[src/spdif_rx_pkg.sv]
`default_nettype none
package spdif_rx_pkg;
   localparam logic [7:0] CS_BASE        = 8'h20;
   localparam logic [7:0] CS_LAST        = 8'h37;
   localparam logic [7:0] REG_BUF_CONF   = 8'h19;
   localparam logic [7:0] REG_CS_SWITCH  = 8'h1B;
   localparam logic [7:0] REG_FLAGS      = 8'h1C;
   localparam logic [7:0] REG_MASK       = 8'h1D;
   localparam logic [7:0] REG_UB_ADDR    = 8'h1E;
   localparam logic [7:0] REG_UB_DATA    = 8'h1F;
   localparam logic [7:0] REG_QSUB_BASE  = 8'h40;
   localparam logic [7:0] REG_QSUB_LAST  = 8'h49;
   localparam int         CONF_SIZE_BIT  = 0;
   localparam int         CONF_MODE_LO   = 1;
   localparam int         CONF_FSEL_BIT  = 3;
   localparam int         FLAG_CSB_BIT   = 0;
   localparam int         FLAG_UB_BIT    = 1;
   localparam int         FLAG_CRC_BIT   = 2;
   localparam int         MASK_UB_BIT    = 1;
   localparam logic [7:0] CONF_RESET     = 8'h00;
   localparam logic [7:0] MASK_RESET     = 8'h00;
   localparam logic [2:0] FLAGS_RESET    = 3'h0;
   localparam int         PRO_BIT        = 0;
   localparam int         UBM_LO         = 12;
   localparam int         CS_CMP_BITS    = 40;
   localparam logic [7:0] CS_FRAME_LAST  = 8'hBF;
   localparam logic [7:0] PRE_Z          = 8'hE8;
   localparam logic [7:0] PRE_X          = 8'hE2;
   localparam logic [7:0] PRE_Y          = 8'hE4;
   localparam logic [6:0] UB_LAST_SMALL  = 7'h2F;
   localparam logic [6:0] UB_LAST_LARGE  = 7'h5F;
   localparam logic [7:0] UB_BANK_OFFS   = 8'h60;
   localparam int         UB_MEM_DEPTH   = 192;
   localparam logic [3:0] IU_ZERO_RUN    = 4'h8;
   localparam logic [2:0] IU_BITS_LAST   = 3'h6;
   localparam logic [6:0] IU_Q_LAST      = 7'h5F;
   localparam int         Q_PAY_BITS     = 80;
   localparam logic [15:0] Q_CRC_POLY    = 16'h1021;

   typedef enum logic [1:0] {
      PRE_NONE  = 2'b00,
      PRE_LEFT  = 2'b01,
      PRE_RIGHT = 2'b10,
      PRE_BLOCK = 2'b11
   } pre_kind_t;

   typedef enum logic [1:0] {
      UM_IGNORE = 2'b00,
      UM_RAW    = 2'b01,
      UM_IU     = 2'b10
   } ub_mode_t;

   typedef enum logic [1:0] {
      UB_IDLE = 2'b00,
      UB_RAW  = 2'b01,
      UB_GAP  = 2'b10,
      UB_UNIT = 2'b11
   } ub_state_t;

   typedef struct packed {
      logic       valid;
      logic [7:0] preamble;
      logic       user;
      logic       status;
   } subframe_t;

   typedef struct packed {
      logic       wr;
      logic       rd;
      logic [7:0] addr;
      logic [7:0] wdata;
   } host_req_t;

   // Either polarity of a preamble counts, the line may be inverted
   function automatic pre_kind_t pre_decode(input logic [7:0] p);
      pre_kind_t k;
      k = PRE_NONE;
      if (p == PRE_Z || p == ~PRE_Z)
         k = PRE_BLOCK;
      else if (p == PRE_X || p == ~PRE_X)
         k = PRE_LEFT;
      else if (p == PRE_Y || p == ~PRE_Y)
         k = PRE_RIGHT;
      return k;
   endfunction

   // Payload first in arrival order, check word sent inverted
   function automatic logic crc_ok(input logic [95:0] q);
      logic [15:0] c;
      logic        fb;
      c = 16'h0000;
      for (int i = 95; i >= 96 - Q_PAY_BITS; i--)
      begin
         fb = c[15] ^ q[i];
         c = {c[14:0], 1'b0} ^ (fb ? Q_CRC_POLY : 16'h0000);
      end
      return c == ~q[15:0];
   endfunction

   function automatic logic [7:0] bank_addr(input logic       bank,
                                            input logic [6:0] a);
      return {1'b0, a} + (bank ? UB_BANK_OFFS : 8'h00);
   endfunction
endpackage
`default_nettype wire

[src/ub_mem.sv]
`timescale 1ns/1ps
`default_nettype none
module ub_mem
   import spdif_rx_pkg::*;
(
   input  wire logic       clk_sys,
   input  wire logic       rst,
   input  wire logic       we,
   input  wire logic [7:0] waddr,
   input  wire logic [7:0] wdata,
   input  wire logic [7:0] raddr,
   output logic      [7:0] rdata
);
   logic [7:0] mem [0:UB_MEM_DEPTH-1];

   always_ff @(posedge clk_sys)
   begin
      if (we)
         mem[waddr] <= wdata;
   end

   always_ff @(posedge clk_sys or posedge rst)
   begin
      if (rst)
         rdata <= 8'h00;
      else
         rdata <= mem[raddr];
   end
endmodule
`default_nettype wire

[src/spdif_rx_buffers.sv]
// What this block does
// - Each channel's status block forms 192 bits, read as 24 bytes.
// - Status bytes occupy register addresses 0x20 through 0x37.
// - Status collects in a working copy; host copy updates after both.
// - Both 192-bit blocks kept; select bit picks channel for reads.
// - User bytes read indirectly: write offset, then read data.
// - Each data-register read steps the offset by one, or back to zero from the last byte.
// - Status flag on every block, or only if first five bytes change.
// - Size bit picks 384 or 768 user bits, block starting at Z.
// - Config 00 ignores user bits; 01 fills, swaps when full.
// - Config 10: professional uses byte 1 bits 7..4, else units.
// - Automatic codes 0000 ignore, 0100/1100 raw, 1000 raw small.
// - Buffer full sets the user flag when its mask is set.
// - Unit mode drops stuffing zeros, stores only the units.
// - More than eight zeros ends a message; commit and restart.
// - Each unit stored as byte: 1 then Q R S T U V W.
// - After 96 units, Q bits gathered; first 10 bytes readable.
// - First 80 Q bits are payload, last 16 are its check.
// - Check mismatch sets sticky flag, cleared by reading it.
// - Block-start preamble 11101000 or complement marks left and start.
// - One user and one status bit per subframe; 192-frame blocks.
`timescale 1ns/1ps
`default_nettype none
module spdif_rx_buffers
   import spdif_rx_pkg::*;
(
   input  wire logic      clk_sys,
   input  wire logic      rst,
   input  wire subframe_t sub,
   input  wire host_req_t host,
   output logic [7:0]     rd_data,
   output logic           rd_ack,
   output logic           status_block_flag,
   output logic           user_buffer_full_flag,
   output logic           subcode_crc_fail_flag
);
   pre_kind_t    kind;
   logic         sf_left;
   logic         sf_right;
   logic         sf_z;
   logic         cs_sync_r;
   logic [7:0]   fc_r;
   logic [191:0] cs_work_a_r;
   logic [191:0] cs_work_b_r;
   logic [191:0] cs_host_a_r;
   logic [191:0] cs_host_b_r;
   logic [191:0] cs_new_b;
   logic         cs_done;
   logic         cs_changed;
   logic [7:0]   conf_r;
   logic         sel_r;
   logic [7:0]   mask_r;
   logic [2:0]   flags_r;
   logic [2:0]   flags_nxt;
   logic [6:0]   ub_addr_r;
   logic [6:0]   ub_addr_nxt;
   ub_state_t    st_r;
   logic [6:0]   bsh_r;
   logic [2:0]   bcnt_r;
   logic [6:0]   waddr_r;
   logic [3:0]   zcnt_r;
   logic [6:0]   iu_cnt_r;
   logic [95:0]  q_sh_r;
   logic [79:0]  q_buf_r;
   logic         wbank_r;
   logic         wbank_nxt;
   ub_mode_t     mode;
   logic [1:0]   cfg;
   logic         pro;
   logic [3:0]   ubm;
   logic         auto_raw;
   logic         size_large;
   logic [6:0]   ub_last;
   logic [6:0]   rd_last;
   logic         st_mismatch;
   logic         raw_byte;
   logic         raw_full;
   logic         iu_done;
   logic         iu_byte;
   logic         q_full;
   logic         crc_bad;
   logic         zero_run_end;
   logic         ub_swap;
   logic         mem_we;
   logic [7:0]   mem_wdata;
   logic [7:0]   mem_q;
   logic         rd_flags;
   logic         rd_ubd;
   logic         in_cs;
   logic         in_q;
   logic [4:0]   cs_idx;
   logic [3:0]   q_idx;
   logic [6:0]   q_hi;
   logic [191:0] cs_view;
   logic [7:0]   cs_byte;
   logic [7:0]   q_byte;
   logic [7:0]   rd_mux;
   logic [7:0]   rd_data_r;
   logic         rd_ack_r;

   assign kind     = pre_decode(sub.preamble);
   assign sf_z     = sub.valid && kind == PRE_BLOCK;
   assign sf_left  = sub.valid && (kind == PRE_LEFT || kind == PRE_BLOCK);
   assign sf_right = sub.valid && kind == PRE_RIGHT;

   // block complete on last right bit
   assign cs_done    = sf_right && cs_sync_r && fc_r == CS_FRAME_LAST;
   assign cs_new_b   = {sub.status, cs_work_b_r[190:0]};
   assign cs_changed =
      cs_work_a_r[CS_CMP_BITS-1:0] != cs_host_a_r[CS_CMP_BITS-1:0] ||
      cs_new_b[CS_CMP_BITS-1:0] != cs_host_b_r[CS_CMP_BITS-1:0];

   always_ff @(posedge clk_sys or posedge rst)
   begin
      if (rst)
      begin
         cs_sync_r   <= 1'b0;
         fc_r        <= 8'h00;
         cs_work_a_r <= '0;
         cs_work_b_r <= '0;
      end
      else
      begin
         if (sf_z)
         begin
            cs_sync_r      <= 1'b1;
            fc_r           <= 8'h00;
            cs_work_a_r[0] <= sub.status;
         end
         else if (sf_left && cs_sync_r)
            cs_work_a_r[fc_r] <= sub.status;
         if (sf_right && cs_sync_r)
         begin
            cs_work_b_r[fc_r] <= sub.status;
            fc_r              <= fc_r + 8'h01;
            // Wait for a fresh Z so a lost block start cannot skew bits
            if (cs_done)
               cs_sync_r <= 1'b0;
         end
      end
   end

   always_ff @(posedge clk_sys or posedge rst)
   begin
      if (rst)
      begin
         cs_host_a_r <= '0;
         cs_host_b_r <= '0;
      end
      else if (cs_done)
      begin
         cs_host_a_r <= cs_work_a_r;
         cs_host_b_r <= cs_new_b;
      end
   end

   assign cfg      = conf_r[CONF_MODE_LO +: 2];
   assign pro      = cs_host_a_r[PRO_BIT];
   assign ubm      = cs_host_a_r[UBM_LO +: 4];
   assign auto_raw = ubm == 4'h4 || ubm == 4'hC || ubm == 4'h8;
   assign mode = cfg == 2'b01 ? UM_RAW :
                 cfg != 2'b10 ? UM_IGNORE :
                 !pro         ? UM_IU :
                 auto_raw     ? UM_RAW : UM_IGNORE;
   assign size_large = conf_r[CONF_SIZE_BIT] &&
                       !(cfg == 2'b10 && pro && ubm == 4'h8);
   assign ub_last    = size_large ? UB_LAST_LARGE : UB_LAST_SMALL;
   assign rd_last    = mode == UM_IU ? UB_LAST_LARGE : ub_last;

   assign st_mismatch = (st_r == UB_RAW && mode != UM_RAW) ||
                        ((st_r == UB_GAP || st_r == UB_UNIT) &&
                         mode != UM_IU);
   assign raw_byte = st_r == UB_RAW && sub.valid && bcnt_r == 3'h7;
   assign raw_full = raw_byte && waddr_r == ub_last;
   assign iu_done  = st_r == UB_UNIT && sub.valid &&
                     bcnt_r == IU_BITS_LAST;
   assign iu_byte  = iu_done && waddr_r <= UB_LAST_LARGE;
   assign q_full   = iu_done && iu_cnt_r == IU_Q_LAST;
   assign crc_bad  = q_full && !crc_ok(q_sh_r);
   assign zero_run_end = st_r == UB_GAP && sub.valid && !sub.user &&
                         zcnt_r == IU_ZERO_RUN && waddr_r != 7'h00;
   assign ub_swap   = (raw_full || zero_run_end) && !st_mismatch;
   assign mem_we    = (raw_byte || iu_byte) && !st_mismatch;
   assign mem_wdata = raw_byte ? {bsh_r, sub.user}
                               : {1'b1, bsh_r[5:0], sub.user};

   always_ff @(posedge clk_sys or posedge rst)
   begin
      if (rst)
      begin
         st_r     <= UB_IDLE;
         bsh_r    <= 7'h00;
         bcnt_r   <= 3'h0;
         waddr_r  <= 7'h00;
         zcnt_r   <= 4'h0;
         iu_cnt_r <= 7'h00;
         q_sh_r   <= '0;
      end
      else if (st_mismatch || mode == UM_IGNORE)
         st_r <= UB_IDLE;
      else if (sub.valid)
      begin
         unique case (st_r)
            UB_IDLE:
            begin
               waddr_r  <= 7'h00;
               iu_cnt_r <= 7'h00;
               zcnt_r   <= 4'h0;
               if (mode == UM_IU)
                  st_r <= UB_GAP;
               else if (sf_z)
               begin
                  st_r   <= UB_RAW;
                  bsh_r  <= {6'h00, sub.user};
                  bcnt_r <= 3'h1;
               end
            end
            UB_RAW:
            begin
               bsh_r  <= {bsh_r[5:0], sub.user};
               bcnt_r <= bcnt_r + 3'h1;
               if (raw_byte)
                  waddr_r <= waddr_r + 7'h01;
               if (raw_full)
                  st_r <= UB_IDLE;
            end
            UB_GAP:
            begin
               if (sub.user)
               begin
                  st_r   <= UB_UNIT;
                  bcnt_r <= 3'h0;
               end
               else
               begin
                  if (zcnt_r != IU_ZERO_RUN)
                     zcnt_r <= zcnt_r + 4'h1;
                  if (zero_run_end)
                  begin
                     waddr_r  <= 7'h00;
                     iu_cnt_r <= 7'h00;
                  end
               end
            end
            UB_UNIT:
            begin
               bsh_r  <= {bsh_r[5:0], sub.user};
               bcnt_r <= bcnt_r + 3'h1;
               if (bcnt_r == 3'h0)
                  q_sh_r <= {q_sh_r[94:0], sub.user};
               if (iu_done)
               begin
                  st_r     <= UB_GAP;
                  zcnt_r   <= 4'h0;
                  iu_cnt_r <= q_full ? 7'h00 : iu_cnt_r + 7'h01;
                  if (iu_byte)
                     waddr_r <= waddr_r + 7'h01;
               end
            end
         endcase
      end
   end

   assign wbank_nxt = ub_swap ? ~wbank_r : wbank_r;

   always_ff @(posedge clk_sys or posedge rst)
   begin
      if (rst)
      begin
         wbank_r <= 1'b0;
         q_buf_r <= '0;
      end
      else
      begin
         wbank_r <= wbank_nxt;
         if (q_full)
            q_buf_r <= q_sh_r[95:96-Q_PAY_BITS];
      end
   end

   // Read port follows the next address so back-to-back reads hold
   ub_mem mem_i (
      .clk_sys (clk_sys),
      .rst     (rst),
      .we      (mem_we),
      .waddr   (bank_addr(wbank_r, waddr_r)),
      .wdata   (mem_wdata),
      .raddr   (bank_addr(~wbank_nxt, ub_addr_nxt)),
      .rdata   (mem_q)
   );

   assign in_cs   = host.addr >= CS_BASE && host.addr <= CS_LAST;
   assign in_q    = host.addr >= REG_QSUB_BASE && host.addr <= REG_QSUB_LAST;
   assign cs_idx  = 5'(host.addr - CS_BASE);
   assign q_idx   = 4'(host.addr - REG_QSUB_BASE);
   assign cs_view = sel_r ? cs_host_b_r : cs_host_a_r;
   assign cs_byte = cs_view[{cs_idx, 3'b000} +: 8];
   assign q_hi    = 7'(7'h4F - {q_idx, 3'b000});
   assign q_byte  = q_buf_r[q_hi -: 8];
   assign rd_flags = host.rd && host.addr == REG_FLAGS;
   assign rd_ubd   = host.rd && host.addr == REG_UB_DATA;

   assign rd_mux = in_cs                     ? cs_byte :
                   in_q                      ? q_byte :
                   host.addr == REG_BUF_CONF ? conf_r :
                   host.addr == REG_CS_SWITCH ? {7'h00, sel_r} :
                   host.addr == REG_FLAGS    ? {5'h00, flags_r} :
                   host.addr == REG_MASK     ? mask_r :
                   host.addr == REG_UB_ADDR  ? {1'b0, ub_addr_r} :
                   host.addr == REG_UB_DATA  ? mem_q : 8'h00;

   assign ub_addr_nxt =
      host.wr && host.addr == REG_UB_ADDR ? host.wdata[6:0] :
      rd_ubd ? (ub_addr_r >= rd_last ? 7'h00 : ub_addr_r + 7'h01) :
      ub_addr_r;

   // read clears, a new event wins
   assign flags_nxt = (rd_flags ? 3'h0 : flags_r) |
      {crc_bad,
       ub_swap && mask_r[MASK_UB_BIT],
       cs_done && (!conf_r[CONF_FSEL_BIT] || cs_changed)};

   always_ff @(posedge clk_sys or posedge rst)
   begin
      if (rst)
      begin
         conf_r    <= CONF_RESET;
         sel_r     <= 1'b0;
         mask_r    <= MASK_RESET;
         flags_r   <= FLAGS_RESET;
         ub_addr_r <= 7'h00;
         rd_data_r <= 8'h00;
         rd_ack_r  <= 1'b0;
      end
      else
      begin
         flags_r   <= flags_nxt;
         ub_addr_r <= ub_addr_nxt;
         rd_ack_r  <= host.rd;
         if (host.rd)
            rd_data_r <= rd_mux;
         if (host.wr && host.addr == REG_BUF_CONF)
            conf_r <= {4'h0, host.wdata[3:0]};
         if (host.wr && host.addr == REG_CS_SWITCH)
            sel_r <= host.wdata[0];
         if (host.wr && host.addr == REG_MASK)
            mask_r <= host.wdata;
      end
   end

   assign rd_data               = rd_data_r;
   assign rd_ack                = rd_ack_r;
   assign status_block_flag     = flags_r[FLAG_CSB_BIT];
   assign user_buffer_full_flag = flags_r[FLAG_UB_BIT];
   assign subcode_crc_fail_flag = flags_r[FLAG_CRC_BIT];
endmodule
`default_nettype wire

[config.mk]
export PLATFORM = sky130hd
export DESIGN_NAME = spdif_rx_buffers
export DESIGN_NICKNAME = d
export VERILOG_FILES = /design/src/spdif_rx_pkg.sv /design/src/ub_mem.sv /design/src/spdif_rx_buffers.sv
export SDC_FILE = /design/constraint.sdc
export NUM_CORES = 2
export LEC_CHECK = 0
export BUFFER_PORTS_ARGS = -buffer_cell sky130_fd_sc_hd__buf_2
export CAP_MARGIN = 20
export CORE_MARGIN = 1.5
export CORE_UTILIZATION = 40
export DETAILED_ROUTE_END_ITERATION = 16
export SKIP_LAST_GASP = 1
export SYNTH_ARGS = -nofsm -noshare
export SYNTH_HDL_FRONTEND = slang
export SYNTH_SLANG_ARGS = --single-unit
[constraint.sdc]
create_clock -name clk_sys -period 54.3 [get_ports clk_sys]
set_input_delay 2.715 -clock clk_sys [delete_from_list [all_inputs] [get_ports clk_sys]]
set_output_delay 2.715 -clock clk_sys [all_outputs]
set_load 0.01 [all_outputs]
# Yosys cells after proc, flatten, opt, wreduce, memory -nomap -nowiden
# Memories as Yosys holds them, arrays and structs flattened. A register that Yosys moved wholly into a read port is not among the register bits.
# Index checks and enable logic that the tools add are counted.
[word_totals]
out_inout_bits = 12
in_bits = 31
ff_bits = 1016
ramBits = 1536
latchBits = 0
mem_count = 1
rom_bits = 0
[memory_table]
columns = ["name", "depth", "width", "read_ports", "rd_clocked_by_memory_dff", "write_ports", "line", "rtl"]
rows = [
  ["mem_i.mem", 192, 8, 1, 1, 1, "ub_mem.sv:14", "logic [7:0] mem [0:UB_MEM_DEPTH-1];"],
]
[classes]
eq_ne = 50
magnitude_cmp = 8
n_addsub = 11
div = 0
bitwise = 163
n_reduce_logical = 72
muxes = 147
shift = 2
n_mul = 0
[op_table]
columns = ["operator", "count"]
rows = [
  ["16-bit by 13-bit bitwise XOR with 16-bit output", 77],
  ["13-bit 2-to-1 mux", 80],
  ["192-bit bitwise mux", 2],
  ["192-bit 2-to-1 mux", 1],
  ["192-bit by 9-bit variable part select with 8-bit output", 1],
  ["7-bit 2-to-1 mux", 16],
  ["8-bit 2-to-1 mux", 11],
  ["87-bit by 8-bit variable part select with 8-bit output", 1],
  ["40-bit inequality test", 2],
  ["1-bit bitwise XOR", 76],
  ["8-bit by 5-bit == test with 1-bit output, second input constant", 9],
  ["1-bit logical AND", 36],
  ["8-bit == test, second input constant", 4],
  ["7-bit one-hot mux with 4 select lines", 1],
  ["2-bit 2-to-1 mux", 13],
  ["7-bit by 1-bit adder with 7-bit output, second input constant", 3],
  ["7-bit one-hot mux with 3 select lines", 1],
  ["2-bit inequality test, second input constant", 10],
  ["7-bit by 7-bit adder with 8-bit output", 2],
  ["16-bit == test", 1],
  ["16-bit NOT", 1],
  ["5-bit AND reduction", 3],
  ["15-bit by 13-bit bitwise XOR with 15-bit output", 1],
  ["7-bit one-hot mux with 2 select lines", 1],
  ["47 further kinds", 100],
]

# Depth between registers and ports, before layout
[depth]
word_depth = 237
mapped_depth = 22

# Hierarchy
# From an unflattened synthesis, not the netlist that was laid out.
[hier_totals]
hier_cells = 6610
area_unflattened_um2 = 108999.5
[modules_own_cells]
columns = ["module", "area_per_inst_um2", "cells_each", "instances"]
rows = [
  ["ub_mem", 60215.3, 2797, 1],
  ["spdif_rx_buffers", 48784.3, 3813, 1],
]

# Worst setup path before layout
# Ideal clock, no wire load.
[synth_timing]
path_type = "input-to-reg"
from = "input port host[10] in the netlist's numbering"
to = "register mem_i.rdata[0] (read register of mem_i.mem)"
required_ps = 54199
setup_ps = 101
t_arrival_ps = 6667
cell_stages = 17
n_path_buf = 5
slack_ps = 47532
path_cell_list = "buf_2 -> inv_1 -> nor4b_1 -> nand4_1 -> a2111oi_0 -> o21ai_1 -> inv_1 -> clkbuf_1 -> clkbuf_1 -> clkbuf_1 -> buf_1 -> nand2_1 -> a31oi_1 -> a31oi_1 -> a31oi_1 -> nor3_1 -> nor4_1"
[synth_between]
elab_chain_len = 5
word_cells_on_any_way = 7
[synth_rtl]
columns = ["item", "line", "rtl"]
rows = [
  ["from (decl)", "spdif_rx_buffers.sv:30", "input wire host_req_t host,"],
  ["8-bit by 5-bit == test with 1-bit output", "spdif_rx_buffers.sv:301", "assign rd_ubd = host.rd && host.addr == REG_UB_DATA;"],
  ["1-bit logical AND", "spdif_rx_buffers.sv:301", ""],
  ["7-bit 2-to-1 mux", "spdif_rx_buffers.sv:314", "rd_ubd ? (ub_addr_r >= rd_last ? 7'h00 : ub_addr_r + 7'h01) :"],
  ["7-bit 2-to-1 mux *", "spdif_rx_buffers.sv:313", "host.wr && host.addr == REG_UB_ADDR ? host.wdata[6:0] :"],
  ["7-bit by 7-bit adder with 8-bit output *", "spdif_rx_pkg.sv:102", "return {1'b0, a} + (bank ? UB_BANK_OFFS : 8'h00);"],
  ["to (decl)", "ub_mem.sv:12", "output logic [7:0] rdata"],
]
# Mark *: on every way between the ends. The rest lies on a longest branch, timed or not.
# A chain may end at the register's enable or synchronous reset.

# Worst setup path after layout
[layout_timing]
from = "input port host[10] in the netlist's numbering"
to = "register mem_i.rdata[3] (read register of mem_i.mem)"
# The elaborated chain is that of the path after synthesis.

==> impl_metrics.yaml <==
synthesis:
  synth_edf_count: 1536
  ys_top_cells_by_area: "edfxtp_1, dfrtp_1, mux2_2"
  yosysUniqueCellTypes: 72
  ys_seq_elements: 2559
  synth.avg_cell_area_um2: 13.2
  synth_top_area_cell: "edfxtp_1"
  async_reset_ff_share_pct: 40.0
  syn_area_um2: 110000
  synth_most_common_cell: "nand2_1"
  synth_top_flop_cell: "edfxtp_1"
  syn_inst: 8306
  syn_nets: 8361
  synth.top_cells.by_count: "nand2_1, edfxtp_1, dfrtp_1"
  synth_top_cell_area_share_pct: 42.0
  yosysWarnings: 0
  yosysSeqAreaShare_pct: 65.2
critical_path:
  slowest_delay_ns: 0.82
  rr_startpoint: "cs_host_a_r[12]"
  critPathLaunch: "host[10]"
  cp.required_ns: 55.07
  path_cells: "buf_2 > buf_4 > inv_1 > nor4b_1 > buf_4 > nand4_1 > a2111oi_0 > o21ai_4 > inv_8 > buf_12 > buf_4 > buf_4 > nand2_1 > and3_1 > a311oi_1 > o21ai_0 > a221oi_1 > a311oi_1 > buf_4 > nor4_1"
  start_kind: "input port"
  arrival_ns: 10.21
  cp-end-kind: "register"
  cpMaxStageDelayCell: "a2111oi_0"
  path_max_fanout: 168
  crit_path_frequent_cell: "buf_4"
  worst-setup-path-type: "in2reg"
routing:
  num_vias: 68244
  initialDrtViolationCount: 7695
  firstDrtPassIters: 6
  ant_nets: 0
  drc: 0
  wl_per_cell_um: 24.8
  wl_um: 296000
  vias_per_cell: 5.70
clock_network:
  cts_buffers: 276
  cts_root_buf: "clkbuf_16"
  htreeDepth: 5
  post-cts-setup-buffer-count: 0
  worstSkewPairLatency_ns: 0.87
  ctsHoldBuffers: 0
  clkSlewWorstSetupHoldPaths_ns: 0.06
  cts.sinks: 2559
  cts_tree: "done"
  clock_path_buffers: 4
  ctsResizeCount: 0
final_layout:
  area_growth_pct: 11.8
  design_area_um2: 123000
  final_nets: 8230
  layout.cells.non_filler: 11965
  final_layout_size_suffix_gt1_share_pct: 20.8
global_routing:
  overflow: 0
  track_usage_pct: 21.0
  grt_pass1_wl_um: 447000
  first_global_vias: 67792
  grt_max_degree: 196
  antenna_found_initial: 10
run_status:
  status: "finished, final reports clean"
timing:
  tightestPinTransition_ns: 1.26
  period_share_pct: 17.4
  relSlewSlack_pct: 15.5
  slew_viol_final: 0
  fin_skew_ns: 0.112
  setup_viol_count_final: 0
  hold_viol_final: 0
  fin_crit_ns: 9.44
  fin_setup_tns_ns: 0
  rsz0062_at_grt: "no"
  fmax_mhz: 106
  setup_ws_ns: 44.86
  holdWs_ns: 0.468
floorplan:
  ios: 43
  fp-row-count: 192
  fp.dieW_um: 527
  die-area_um2: 278000
  core_area_um2: 273000
  start_util_pct: 40.2
  die_height_um: 527
placed_design:
  place_congestion: 0.863
  dp_cells: 11476
  io_buffers: 42
  place_hpwl_um: 173000
  place_area_um2: 114000
  dp_slack_ns: 44.02
power_and_ir_drop:
  peakVddDrop_mv: 0.0223
  power_leakage_nw: 47.4
  pwr_density_cell_nw_per_um2: 34.3
worst_hold_path:
  hold_class: "reg2reg"
  min_from: "cs_work_a_r[113]"
run:
  cap_violations: 0
[cell type report]
type	count	area [µm²]
diodes	3	7.51
clock buffers	379	7850
clock inverters	97	987
fillers	24227	151000
inverters	75	304
multi-input cells	5076	35900
flip-flops and latches	2559	71700
well taps	3589	4490
repair buffers	187	1570
[worst paths after layout]
kind                                          to  slack [ns]  depth (start not counted)
worst min register to register  cs_host_a_r[113]        0.47                          1
worst max-delay path              mem_i.rdata[3]       44.86                         20
min in group asynchronous       cs_work_b_r[107]        2.11                          2
max in group asynchronous            q_buf_r[12]       48.58                          6
worst max register to register    mem_i.rdata[3]       46.00                         22
worst min-delay path            cs_host_a_r[113]        0.47                          1
[cell usage in the layout (no fill, tap or decap), types with 32 or more instances in the layout]
| cell type | netlist | layout |
|---|---|---|
| xnor3_1 | 53 | 53 |
| edfxtp_1 | 1536 | 1536 |
| a21oi_1 | 267 | 267 |
| dfrtp_1 | 1023 | 1016 |
| xnor2_1 | 148 | 148 |
| a221oi_1 | 107 | 107 |
| clkbuf_1 | 469 | 61 |
| a311oi_1 | 164 | 164 |
| o21ai_0 | 128 | 128 |
| a31oi_1 | 94 | 94 |
| mux2i_1 | 38 | 38 |
| nand2_1 | 1770 | 1756 |
| clkbuf_16 | 0 | 288 |
| xor2_1 | 72 | 72 |
| and3_1 | 137 | 136 |
| mux4_2 | 138 | 138 |
| clkbuf_8 | 0 | 32 |
| a22oi_1 | 43 | 43 |
| buf_4 | 1 | 123 |
| mux2_2 | 949 | 949 |
| nor3_1 | 45 | 34 |
| buf_2 | 6 | 39 |
| nand3_1 | 348 | 348 |
| nor2_1 | 277 | 270 |
| inv_1 | 71 | 69 |
[power breakdown]
group	leakage (nW)	internal [W]	total, W	switching, W
combinational	17.1	0.0000757	0.000284	0.000209
clock	4.33	0.00109	0.00186	0.000768
sequential	26.0	0.00205	0.00207	0.0000138
total	47.4	0.00322	0.00421	0.000991
[per-layer routing]
layer / up-vias / global-route usage (%) / share of wire, %
li1: 29945 / - / -
met1: 35127 / 29.5 / 43
met2: 2622 / 33.2 / 47
met3: 546 / 3.67 / 7.5
met4: 4 / 6.49 / 3.1
met5: - / 0 / 0.0091
[kinds of logic after synthesis]
logic type	count (synthesis)	share of synthesized area (%)
mux	1125	12.9
xor+xnor	294	3.29
fa+ha+maj	24	0.287
buf+inv	671	2.30
compound gates	921	5.63
flops	2559	65.2
simple gates	2712	10.4
[per-stage QoR]
| step | total power (W) | utilization, % |
|---|---|---|
| 2_1_floorplan | 0.00228 | - |
| 3_3_place_gp | 0.00238 | 41.6 |
| 3_5_place_dp | 0.00239 | 41.6 |
| 4_1_cts | 0.00424 | 44.9 |
| 5_1_grt | 0.00434 | 44.9 |
| 6_report | 0.00421 | 44.9 |
[critical path, delay by kind of cell]
family | cells | cell delay [ns]
compound gates | 6 | 2.25
simple gates | 5 | 1.21
buf+inv | 9 | 3.66
[sequential cells by signal, summed over array words and instances (netlist names), 2 cells and up]
name and cells:
st_r 2, cs_work_a_r 192, rd_data 8, cs_work_b_r 191, q_buf_r 80, mem_i.rdata 8
mem_i.mem 1536, bcnt_r 3, waddr_r 7, cs_host_b_r 192, cs_host_a_r 192, iu_cnt_r 7
q_sh_r 96, bsh_r 7, mask_r 8, conf_r 4, ub_addr_r 7, flags_r 3
fc_r 8, zcnt_r 4
Note: power is estimated with default switching activity, not from simulation.
